<file path="config.mk">
export PLATFORM = sky130hd
export DESIGN_NAME = gam_pin_mux
export DESIGN_NICKNAME = d
export VERILOG_FILES = /design/src/design/gam_pkg.sv /design/src/design/gam_sync.sv /design/src/design/gam_pin_mux.sv
export SDC_FILE = /design/constraint.sdc
export NUM_CORES = 1
export LEC_CHECK = 0
export BUFFER_PORTS_ARGS = -buffer_cell sky130_fd_sc_hd__buf_2
export CAP_MARGIN = 20
export CORE_MARGIN = 10
export CORE_UTILIZATION = 25
export DETAILED_ROUTE_END_ITERATION = 10
export SYNTH_ARGS = -nofsm -noshare
export SYNTH_HDL_FRONTEND = slang
export SYNTH_SLANG_ARGS = --single-unit
</file>
<file path="constraint.sdc">
create_clock -name clk -period 1.6 [get_ports clk]
set_input_delay 0.16 -clock clk [delete_from_list [all_inputs] [get_ports clk]]
set_output_delay 0.16 -clock clk [all_outputs]
set_load 0.02 [all_outputs]
</file>
<file path="src/design/gam_pkg.sv">
// Package for the general purpose pin multiplexer.
// Assumes a 32-bit AXI4-Lite register bus and one 40 MHz core clock.
package gam_pkg;
  localparam int PIN_COUNT = 16;
  // Register byte offsets
  localparam logic [7:0] OFF_FUNC_SEL = 8'h00;
  localparam logic [7:0] OFF_DIR = 8'h04;
  localparam logic [7:0] OFF_OUT_DATA = 8'h08;
  localparam logic [7:0] OFF_PIN_IN = 8'h0C;
  localparam logic [7:0] OFF_IRQ_EN = 8'h10;
  localparam logic [7:0] OFF_IRQ_STAT = 8'h14;
  localparam logic [7:0] OFF_IRQ_MASK = 8'h18;
  localparam logic [7:0] OFF_ALT_CTRL = 8'h1C;
  localparam logic [7:0] OFF_EXP_STAT = 8'h20;
  // Pins that own an alternate function at all
  localparam logic [15:0] ALT_CAPABLE = 16'h1FFF;
  // Alternate-output pins: 0,1,7,8..12; input alternates: 2..6
  localparam logic [15:0] ALT_OUT_PINS = 16'h1F83;
  localparam logic [15:0] ALT_IN_PINS = 16'h007C;
  // Alternate control field positions (active high internally)
  localparam int ALT_PORT1 = 0;
  localparam int ALT_PORT2 = 1;
  localparam int ALT_PORT3 = 2;
  localparam int ALT_PORT4 = 3;
  localparam int ALT_PORT5 = 4;
  localparam int ALT_PORT6 = 5;
  localparam int ALT_PORT7 = 6;
  localparam int ALT_EVENT = 7;
  // Reset values
  localparam logic [15:0] RST_ZERO = 16'h0000;
  localparam logic [7:0] RST_ALT_CTRL = 8'h00;
  localparam logic [1:0] RESP_OKAY = 2'b00;
  localparam logic [1:0] RESP_SLVERR = 2'b10;
endpackage

</file>
<file path="src/design/gam_sync.sv">
// Two flip-flop synchroniser bank for the pad inputs.
// Assumes the inputs are asynchronous to clk.
`timescale 1ns/100ps
`default_nettype none
module gam_sync #(
  parameter int WIDTH = 16
) (
  // Clock and reset
  input wire logic clk,
  input wire logic sys_rst,
  // Data
  input wire logic [WIDTH-1:0] asyncIn,
  output logic [WIDTH-1:0] syncOut
);
  logic [WIDTH-1:0] meta_q;

  // First stage is read only by the second stage
  always_ff @(posedge clk) begin
    if (sys_rst) begin
      meta_q <= '0;
      syncOut <= '0;
    end else begin
      meta_q <= asyncIn;
      syncOut <= meta_q;
    end
  end
endmodule
`default_nettype wire

</file>
<file path="src/design/gam_pin_mux.sv">
// Sixteen pin general purpose I/O block with alternate function mux.
// Assumes AXI4-Lite master on clk; pad wire resolved outside from pinOe.
//
// Design decisions made here: the placing of the registers and the AXI4-Lite interface to the registers.
`timescale 1ns/100ps
`default_nettype none
////////////////////////////////////////////////////////////////////////////
module gam_pin_mux
  import gam_pkg::*;
#(
  parameter int PINS = PIN_COUNT
) (
  // Clock and reset
  input wire logic clk,
  input wire logic sys_rst,
  // AXI4-Lite write address and data
  input wire logic [7:0] s_axi_awaddr,
  input wire logic s_axi_awvalid,
  output logic s_axi_awready,
  input wire logic [31:0] s_axi_wdata,
  input wire logic [3:0] s_axi_wstrb,
  input wire logic s_axi_wvalid,
  output logic s_axi_wready,
  // AXI4-Lite write response
  output logic [1:0] s_axi_bresp,
  output logic s_axi_bvalid,
  input wire logic s_axi_bready,
  // AXI4-Lite read
  input wire logic [7:0] s_axi_araddr,
  input wire logic s_axi_arvalid,
  output logic s_axi_arready,
  output logic [31:0] s_axi_rdata,
  output logic [1:0] s_axi_rresp,
  output logic s_axi_rvalid,
  input wire logic s_axi_rready,
  // Pads
  input wire logic [PINS-1:0] pinIn,
  output logic [PINS-1:0] pinOut,
  output logic [PINS-1:0] pinOe,
  // Interrupt
  output logic irqOut
);
  ////////////////////////////////////////////////////////////////////////////
  // Configuration and status
  logic [PINS-1:0] funcSel_q, dir_q, outData_q, irqEn_q;
  logic [PINS-1:0] irqStat_q, irqMask_q, pinPrev_q;
  logic [7:0] altCtrl_q;
  logic [PINS-1:0] pinSync;
  logic [3:0] expIrq_n;
  logic [PINS-1:0] effAlt, altVal, irqEvent;
  // Bus holding registers
  logic awHeld_q, wHeld_q;
  logic [7:0] awAddr_q;
  logic [31:0] wData_q;
  logic [3:0] wStrb_q;
  logic doWrite;
  logic respHold;

  // Byte-lane merge of a 16-bit register
  function automatic logic [15:0] mergeLanes(input logic [15:0] old,
      input logic [31:0] data, input logic [3:0] strb);
    logic [15:0] r;
    r = old;
    if (strb[0]) begin
      r[7:0] = data[7:0];
    end
    if (strb[1]) begin
      r[15:8] = data[15:8];
    end
    return r;
  endfunction

  ////////////////////////////////////////////////////////////////////////////
  // Pad inputs pass two flops before any logic
  gam_sync #(.WIDTH(PINS)) uSync (
    .clk(clk),
    .sys_rst(sys_rst),
    .asyncIn(pinIn),
    .syncOut(pinSync)
  );

  ////////////////////////////////////////////////////////////////////////////
  // Alternate only where the pin has one; 13..15 never do
  assign effAlt = funcSel_q & ALT_CAPABLE[PINS-1:0];

  // Alternate output levels; control bits are active high, pins low
  // Released resets idle high so downstream parts leave reset
  always_comb begin
    altVal = '1;
    altVal[0] = ~altCtrl_q[ALT_PORT2];
    altVal[1] = ~altCtrl_q[ALT_PORT4];
    altVal[7] = ~altCtrl_q[ALT_EVENT];
    altVal[8] = ~altCtrl_q[ALT_PORT1];
    altVal[9] = ~altCtrl_q[ALT_PORT3];
    altVal[10] = ~altCtrl_q[ALT_PORT5];
    altVal[11] = ~altCtrl_q[ALT_PORT6];
    altVal[12] = ~altCtrl_q[ALT_PORT7];
  end

  // Expander interrupts only count when their alternate is chosen
  // Unselected lines read as idle, so stray pad levels never count
  always_comb begin
    for (int i = 0; i < 4; i++) begin
      expIrq_n[i] = effAlt[2 + i] ? pinSync[2 + i] : 1'b1;
    end
  end

  // Pad drivers registered so outputs come straight from flops
  // A select change moves enable and level on the same edge
  always_ff @(posedge clk) begin
    if (sys_rst) begin
      pinOut <= '0;
      pinOe <= '0;
    end else begin
      for (int i = 0; i < PINS; i++) begin
        if (effAlt[i]) begin
          // Input alternates (2..6, pin 6 reserved) never drive
          pinOe[i] <= ALT_OUT_PINS[i];
          pinOut[i] <= ALT_OUT_PINS[i] ? altVal[i] : 1'b0;
        end else begin
          pinOe[i] <= dir_q[i];
          pinOut[i] <= outData_q[i];
        end
      end
    end
  end

  ////////////////////////////////////////////////////////////////////////////
  // Interrupt events: GPIO pins on any edge, expander lines on falling
  always_ff @(posedge clk) begin
    if (sys_rst) begin
      pinPrev_q <= '1;
    end else begin
      pinPrev_q <= pinSync;
    end
  end

  // Edges come from the synchronised copy only, never the raw pad
  always_comb begin
    for (int i = 0; i < PINS; i++) begin
      if (effAlt[i] && ALT_IN_PINS[i]) begin
        // Active-low expander request, pin 6 reserved gives none
        irqEvent[i] = (i >= 2 && i <= 5) && pinPrev_q[i] && !pinSync[i];
      end else if (effAlt[i]) begin
        irqEvent[i] = 1'b0;
      end else begin
        irqEvent[i] = irqEn_q[i] && !dir_q[i]
          && (pinPrev_q[i] != pinSync[i]);
      end
    end
  end

  ////////////////////////////////////////////////////////////////////////////
  // Write channel: address and data taken in either order
  // One write in flight; its response must be taken before the next
  assign doWrite = awHeld_q && wHeld_q && !s_axi_bvalid;

  always_ff @(posedge clk) begin
    if (sys_rst) begin
      awHeld_q <= 1'b0;
      wHeld_q <= 1'b0;
      awAddr_q <= 8'h00;
      wData_q <= 32'h0000_0000;
      wStrb_q <= 4'h0;
      s_axi_bvalid <= 1'b0;
      s_axi_bresp <= RESP_OKAY;
    end else begin
      if (s_axi_awvalid && s_axi_awready) begin
        awHeld_q <= 1'b1;
        awAddr_q <= s_axi_awaddr;
      end
      if (s_axi_wvalid && s_axi_wready) begin
        wHeld_q <= 1'b1;
        wData_q <= s_axi_wdata;
        wStrb_q <= s_axi_wstrb;
      end
      if (doWrite) begin
        awHeld_q <= 1'b0;
        wHeld_q <= 1'b0;
        s_axi_bvalid <= 1'b1;
        case (awAddr_q)
          OFF_FUNC_SEL, OFF_DIR, OFF_OUT_DATA, OFF_IRQ_EN, OFF_IRQ_STAT,
          OFF_IRQ_MASK, OFF_ALT_CTRL: s_axi_bresp <= RESP_OKAY;
          default: s_axi_bresp <= RESP_SLVERR;
        endcase
      end else if (s_axi_bvalid && s_axi_bready) begin
        s_axi_bvalid <= 1'b0;
      end
    end
  end

  // A response the master has not yet taken keeps both slots closed
  assign respHold = s_axi_bvalid && !s_axi_bready;

  // Ready only while the holding slot is empty and no answer waits
  // Registered readies cost a cycle per handshake but stay glitch free
  always_ff @(posedge clk) begin
    if (sys_rst) begin
      s_axi_awready <= 1'b0;
      s_axi_wready <= 1'b0;
    end else begin
      s_axi_awready <= !(awHeld_q || (s_axi_awvalid && s_axi_awready))
        && !doWrite && !respHold;
      s_axi_wready <= !(wHeld_q || (s_axi_wvalid && s_axi_wready))
        && !doWrite && !respHold;
    end
  end

  ////////////////////////////////////////////////////////////////////////////
  // Configuration registers
  // Partial strobes update only the byte lanes they name
  always_ff @(posedge clk) begin
    if (sys_rst) begin
      funcSel_q <= RST_ZERO;
      dir_q <= RST_ZERO;
      outData_q <= RST_ZERO;
      irqEn_q <= RST_ZERO;
      irqMask_q <= RST_ZERO;
      altCtrl_q <= RST_ALT_CTRL;
    end else if (doWrite) begin
      unique case (awAddr_q)
        OFF_FUNC_SEL: funcSel_q <= mergeLanes(funcSel_q, wData_q, wStrb_q);
        OFF_DIR: dir_q <= mergeLanes(dir_q, wData_q, wStrb_q);
        OFF_OUT_DATA: outData_q <= mergeLanes(outData_q, wData_q, wStrb_q);
        OFF_IRQ_EN: irqEn_q <= mergeLanes(irqEn_q, wData_q, wStrb_q);
        OFF_IRQ_MASK: irqMask_q <= mergeLanes(irqMask_q, wData_q, wStrb_q);
        OFF_ALT_CTRL: begin
          if (wStrb_q[0]) begin
            altCtrl_q <= wData_q[7:0];
          end
        end
        default: begin
        end
      endcase
    end
  end

  // Sticky status: a new event wins over a write-one clear
  // A clear never hides an event that lands in the same cycle
  always_ff @(posedge clk) begin
    if (sys_rst) begin
      irqStat_q <= RST_ZERO;
    end else begin
      if (doWrite && awAddr_q == OFF_IRQ_STAT) begin
        irqStat_q <= (irqStat_q & ~mergeLanes(RST_ZERO, wData_q, wStrb_q))
          | irqEvent;
      end else begin
        irqStat_q <= irqStat_q | irqEvent;
      end
    end
  end

  // Level interrupt from any unmasked status bit
  // One cycle behind the status so the output comes from a flop
  always_ff @(posedge clk) begin
    if (sys_rst) begin
      irqOut <= 1'b0;
    end else begin
      irqOut <= |(irqStat_q & irqMask_q);
    end
  end

  ////////////////////////////////////////////////////////////////////////////
  // Read channel: one cycle from address to data
  // The address is decoded straight off the bus at the accepting edge
  always_ff @(posedge clk) begin
    if (sys_rst) begin
      s_axi_arready <= 1'b0;
      s_axi_rvalid <= 1'b0;
      s_axi_rdata <= 32'h0000_0000;
      s_axi_rresp <= RESP_OKAY;
    end else begin
      s_axi_arready <= !s_axi_rvalid && !(s_axi_arvalid && s_axi_arready);
      if (s_axi_arvalid && s_axi_arready) begin
        s_axi_rvalid <= 1'b1;
        s_axi_rresp <= RESP_OKAY;
        s_axi_rdata <= 32'h0000_0000;
        case (s_axi_araddr)
          OFF_FUNC_SEL: s_axi_rdata[15:0] <= funcSel_q;
          OFF_DIR: s_axi_rdata[15:0] <= dir_q;
          OFF_OUT_DATA: s_axi_rdata[15:0] <= outData_q;
          OFF_PIN_IN: s_axi_rdata[15:0] <= pinSync;
          OFF_IRQ_EN: s_axi_rdata[15:0] <= irqEn_q;
          OFF_IRQ_STAT: s_axi_rdata[15:0] <= irqStat_q;
          OFF_IRQ_MASK: s_axi_rdata[15:0] <= irqMask_q;
          OFF_ALT_CTRL: s_axi_rdata[7:0] <= altCtrl_q;
          OFF_EXP_STAT: s_axi_rdata[3:0] <= ~expIrq_n;
          default: s_axi_rresp <= RESP_SLVERR;
        endcase
      end else if (s_axi_rvalid && s_axi_rready) begin
        s_axi_rvalid <= 1'b0;
      end
    end
  end
endmodule
`default_nettype wire

</file>
**Yosys cells after proc, flatten, opt, wreduce, memory -nomap -nowiden**

Index checks and enable logic that the tools add are counted.

- Equal/unequal tests: 30
- Mux-type cells: 49
- Bitwise gates (word level): 14
- Reductions and logical operators: 104

Operator list:

| kind | count |
|---|---|
| $eq A8 B5 Y1 const B | 8 |
| $pmux W8 S7 | 1 |
| $logic_and A1 B1 Y1 | 50 |
| $mux W8 | 6 |
| $mux W1 | 37 |
| $pmux W4 S9 | 1 |
| $reduce_and A3 Y1 | 11 |
| $and A16 B16 Y16 | 2 |
| $or A16 B16 Y16 | 2 |
| $pmux W4 S8 | 1 |
| $logic_not A1 Y1 | 28 |
| $eq A8 B4 Y1 const B | 3 |
| $eq A8 B3 Y1 const B | 2 |
| $logic_not A8 Y1 | 2 |
| $mux W16 | 1 |
| $ne A1 B1 Y1 | 16 |
| $not A16 Y16 | 1 |
| $reduce_or A16 Y1 | 1 |
| $reduce_or A2 Y1 | 6 |
| $reduce_or A9 Y1 | 1 |
| $eq A8 B6 Y1 const B | 1 |
| $not A1 Y1 | 8 |
| $reduce_or A7 Y1 | 1 |
| $mux W2 | 2 |
| other kinds (3) | 5 |

- Register bits after elaboration: 238
- Input port bits: 75
- Output and inout port bits: 74

**Depth between registers and ports, before layout**

- Depth after elaboration: 9
- Depth in mapped cells: 8
- Depth with buffers taken out: 5

**Cells and area by module**

From an unflattened synthesis, not the netlist that was laid out.

- Cell total of the unflattened synthesis: 1002
- Area, all modules: 9604.2 µm²

By module, submodules not included:

| module | instances | cells each | area an instance (µm²) |
|---|---|---|---|
| gam_pin_mux | 1 | 935 | 8740.9 |
| gam_sync | 1 | 67 | 863.3 |

**Worst setup path after synthesis**

Ideal clock, no wire load.

- Kind: register to register
- Start point: register s_axi_bvalid
- End point: register funcSel_q[10]
- Setup time: 122 ps
- Arrival: 1502 ps
- Path slack: -24 ps
- Stages on the path, launching flop included: 8
- Cell sequence: dfxtp_1 -> and3b_1 -> buf_2 -> and3_4 -> buf_12 -> and3_1 -> buf_6 -> mux2i_1

- Cells in the longest elaborated chain, start to end: 3

RTL lines:

| what | line | text |
|---|---|---|
| start, declared | gam_pin_mux.sv:26 | `output logic s_axi_bvalid,` |
| start signal, assigned | gam_pin_mux.sv:165 | `s_axi_bvalid <= 1'b0;` |
| start signal, assigned | gam_pin_mux.sv:180 | `s_axi_bvalid <= 1'b1;` |
| start signal, assigned | gam_pin_mux.sv:187 | `s_axi_bvalid <= 1'b0;` |
| $logic_not A1 Y1 | gam_pin_mux.sv:156 | `assign doWrite = awHeld_q && wHeld_q && !s_axi_bvalid;` |
| $logic_and A1 B1 Y1 | gam_pin_mux.sv:156 |  |
| $reduce_and A3 Y1 (no line) | n/a |  |
| end signal, assigned | gam_pin_mux.sv:222 | `OFF_FUNC_SEL: funcSel_q <= mergeLanes(funcSel_q, wData_q, wStrb_q);` |
| end, declared | gam_pin_mux.sv:45 | `logic [PINS-1:0] funcSel_q, dir_q, outData_q, irqEn_q;` |

No other way between the ends.
A chain may end at the register's enable or synchronous reset.

**Final worst setup path**

- Start point: register awAddr_q[0]
- End point: register funcSel_q[4]

- Cells in the longest elaborated chain, start to end: 2

RTL lines:

| what | line | text |
|---|---|---|
| start, declared | gam_pin_mux.sv:53 | `logic [7:0] awAddr_q;` |
| start signal, assigned | gam_pin_mux.sv:170 | `awAddr_q <= s_axi_awaddr;` |
| $logic_not A8 Y1 | gam_pin_mux.sv:221 | `unique case (awAddr_q)` |
| $reduce_and A3 Y1 (no line) | n/a |  |

No other way between the ends.

==> impl_metrics.py <==
metrics = {
    "hold_path": {
        "min_delay_path_depth": 3,
        "hold_class": "input port to register",
        "hold_start": "s_axi_arvalid",
        "worstHoldEndpoint": "s_axi_rvalid$_SDFFE_PP0P_",
    },
    "sta": {
        "rsz0062_at_grt": "yes",
        "max_freq_mhz": 601.2,
        "setup_slack_ps": -63.27,
        "fin_crit_sh_pct": 104.0,
        "fin_crit_ps": 1663,
        "relSlewSlack_pct": 67.17,
        "max_slew.worst_pin.slew_ps": 487.3,
        "holdWs_ps": 73.61,
        "setup_violations": 53,
        "slew_violations": 0,
        "hold_violations": 0,
        "skew_ps": 23.93,
    },
    "critical_path": {
        "cp-end-kind": "register",
        "path_common_cell": "and3_4",
        "cp_max_fo": 8,
        "slowest_delay_ps": 360,
        "reg2reg_to": "funcSel_q[4]$_SDFFE_PP0P_",
        "ff2ff_path_depth": 5,
        "cpMaxStageDelayCell": "nor4_4",
        "cp_cell_sequence": "nor4_4 -> and3_4 -> and3_4 -> buf_12 -> mux2i_1",
        "reg2reg_slack_ps": -60,
        "cp-start-kind": "register",
        "crit_required_ps": 2050,
        "r2r_start": "awAddr_q[0]$_SDFFE_PP0P_",
        "worstSetupPathType": "register to register",
        "critPathArrivalTime_ps": 2110,
    },
    "floorplanning": {
        "pin_count": 149,
        "initial_core_util_pct": 25.50,
        "num_rows": 72,
        "dieArea_um2": 48070,
        "dieWidth_um": 219.2,
        "coreArea_um2": 38920,
        "die_h_um": 219.2,
    },
    "grt": {
        "grt_overflow": 0,
        "antenna_found_initial": 0,
        "grt_pass1_wl_um": 46750,
        "grt_max_degree": 101,
        "grt_pass1_vias": 7865,
        "grtUsageTotal_pct": 12.38,
    },
    "power_and_ir_drop": {
        "p_comb_share_pct": 7.1,
        "switchingPower_w": 0.002992,
        "p_leak_nw": 5.302,
        "p_per_area_nw_per_um2": 1002,
        "swShare_pct": 23.46,
        "seq_power_share_pct": 47.7,
        "ir_drop_v": 0.0006884,
        "pwr-share-clk_pct": 45.2,
        "p_int_w": 0.009763,
    },
    "clock_network": {
        "cts_tree": "yes",
        "numCtsBuffers": 26,
        "clk_pin_slew_ps": 60,
        "clock_tree.buffer_depth": 3,
        "clock-sinks": 236,
        "root_buffer": "clkbuf_16",
        "htreeDepth": 1,
        "clkLatencyLatePin_ps": 540,
    },
    "logic_synthesis": {
        "async_flop_share_pct": 0,
        "ys_ff_latch": 236,
        "synth_area_leaders": "dfxtp_1, mux2i_1, nand2b_1",
        "ys_warn_count": 0,
        "synth.most_common_cell": "dfxtp_1",
        "netlist_area_um2": 9925,
        "yosys-top-cells-count": "dfxtp_1, mux2i_1, nand2b_1",
        "synth_cell_type_count": 67,
        "synth_top_area_share_pct": 47.60,
        "yosysTopAreaCell": "dfxtp_1",
        "synth-edff-count": 0,
        "synthCells": 997,
        "avgSynthCellArea_um2": 9.954,
        "synthFlopType": "dfxtp_1",
        "ys_seq_area_share_pct": 47.60,
    },
    "detailed_routing": {
        "route.met2.wl_um": 14680,
        "wl_per_cell_um": 17.85,
        "drt_iter0_drc": 514,
        "via_per_inst": 4.516,
        "top_layer": "met4",
        "remaining_drc_errors": 0,
        "drt_wl_total_um": 30860,
        "firstDrtPassIters": 4,
        "wl_met1_um": 13580,
        "dr_wl_met3_um": 1879,
        "vias": 7808,
        "ant_nets": 0,
    },
    "place": {
        "place_ws_ps": -98.22,
        "globalplace.congestion": 0.8546,
        "port_buffers": 112,
        "place_area_um2": 11370,
        "dpl.hpwl_um": 23170,
    },
    "status": {
        "violations": "negative setup slack",
        "status": "finished with violations",
    },
    "layout": {
        "fillers": 4076,
        "synthToLayoutAreaGrowth_pct": 28.23,
        "antenna_cells": 0,
        "fin_nets": 1273,
        "fin_area_um2": 12730,
        "drive_above_1_share_pct": 23.70,
    },
    "job": {
        "max_cap_violations": 0,
    },
}
-- power by group through the flow --
stage | Clock [W] | Sequential [W] | Combinational [W]
4_1_cts | 0.00591 | 0.00608 | 0.000914
3_3_place_gp | 0 | 0.00621 | 0.000809
6_report | 0.00576 | 0.00608 | 0.000909
5_1_grt | 0.00614 | 0.00609 | 0.000991
3_5_place_dp | 0 | 0.00621 | 0.000820
2_1_floorplan | 0 | 0.00620 | 0.000519
-- final cells by class --
| type | count | area, um^2 | area share (%) |
|---|---|---|---|
| Sequential cell | 236 | 4728 | 37.15 |
| Clock inverter | 6 | 47.55 | 0.3736 |
| Tap cell | 518 | 648.1 | 5.093 |
| Multi-Input combinational cell | 685 | 4836 | 38.00 |
| Clock buffer | 39 | 779.5 | 6.125 |
| Inverter | 21 | 78.83 | 0.6194 |
| Timing Repair Buffer | 224 | 1608 | 12.63 |
-- per-stage QoR --
step / utilization [%] / cells / TNS, ps / power (W)
floorplan: - / 1014 / 0 / 0.006717
global placement: 29.21 / 1637 / -1407 / 0.007021
detailed placement: 29.21 / 1637 / -3018 / 0.007034
CTS: 32.52 / 1727 / -2384 / 0.01291
global route: 32.70 / 1729 / -4890 / 0.01323
finish: 32.70 / 1729 / -1254 / 0.01276
-- kinds of logic (layout without fill, tap and decap cells) --
group	Yosys count	count (layout)	share of synthesized area, %
AND/OR/NAND/NOR	385	386	22.72
flip-flops	236	236	47.60
AO/OA/AOI/OAI	134	134	8.497
multiplexers	131	131	14.66
buffers and inverters	94	290	4.917
XOR/XNOR	12	12	1.059
adder cells (fa/ha/maj)	4	4	0.5043
other	1	18	0.03779
-- worst max path at each step --
stage | start | endpoint | slack, ps | cells past startpoint
3_5_place_dp | awAddr_q[0]$_SDFFE_PP0P_ | funcSel_q[14]$_SDFFE_PP0P_ | -100 | 5
3_3_place_gp | awAddr_q[0]$_SDFFE_PP0P_ | funcSel_q[9]$_SDFFE_PP0P_ | -60 | 5
4_1_cts | awAddr_q[6]$_SDFFE_PP0P_ | funcSel_q[4]$_SDFFE_PP0P_ | -80 | 5
2_1_floorplan | s_axi_bvalid$_SDFFE_PP0P_ | funcSel_q[10]$_SDFFE_PP0P_ | 10 | 7
5_1_grt | awAddr_q[0]$_SDFFE_PP0P_ | funcSel_q[12]$_SDFFE_PP0P_ | -120 | 5
6_report | awAddr_q[0]$_SDFFE_PP0P_ | funcSel_q[4]$_SDFFE_PP0P_ | -60 | 5
-- layout by cell type, fill, tap and decap left out, drive strengths merged, types with 8 or more instances in the layout --
master and instances:
nor3 11, clkbuf 39, nor2 49, inv 22, xor2 12, mux4 11
nor2b 44, nand3 22, or2 17, nor3b 11, nand2b 98, nand4 8
nand2 83, mux2i 115, a22oi 10, a21oi 49, dlygate4sd3 44, o21ai 31
dfxtp 236, conb 18, buf 180
-- critical path, delay by kind of cell (launching register included) --
kind	cells	cell delay, ps
buffers and inverters	1	140
multiplexers	1	190
AND/OR/NAND/NOR	3	890
flip-flops	1	330
-- layer usage --
metal	up-vias	GRT usage [%]
li1	3815	-
met1	3760	15.88
met2	187	20.49
met3	46	2.820
met4	0	3.287
met5	-	0
-- repair_timing --
| item | 4_1_cts | 5_1_grt |
|---|---|---|
| hold endpoints to repair | 45 | 0 |
| resized for setup | 5 | 25 |
| pin swaps | 7 | 7 |
| setup buffers | 0 | 2 |
| hold buffers | 44 | 0 |
| endpoints found under the setup margin | 80 | 101 |
| cloned | 1 | 0 |
No activity file was read; power rests on OpenSTA's default activity.
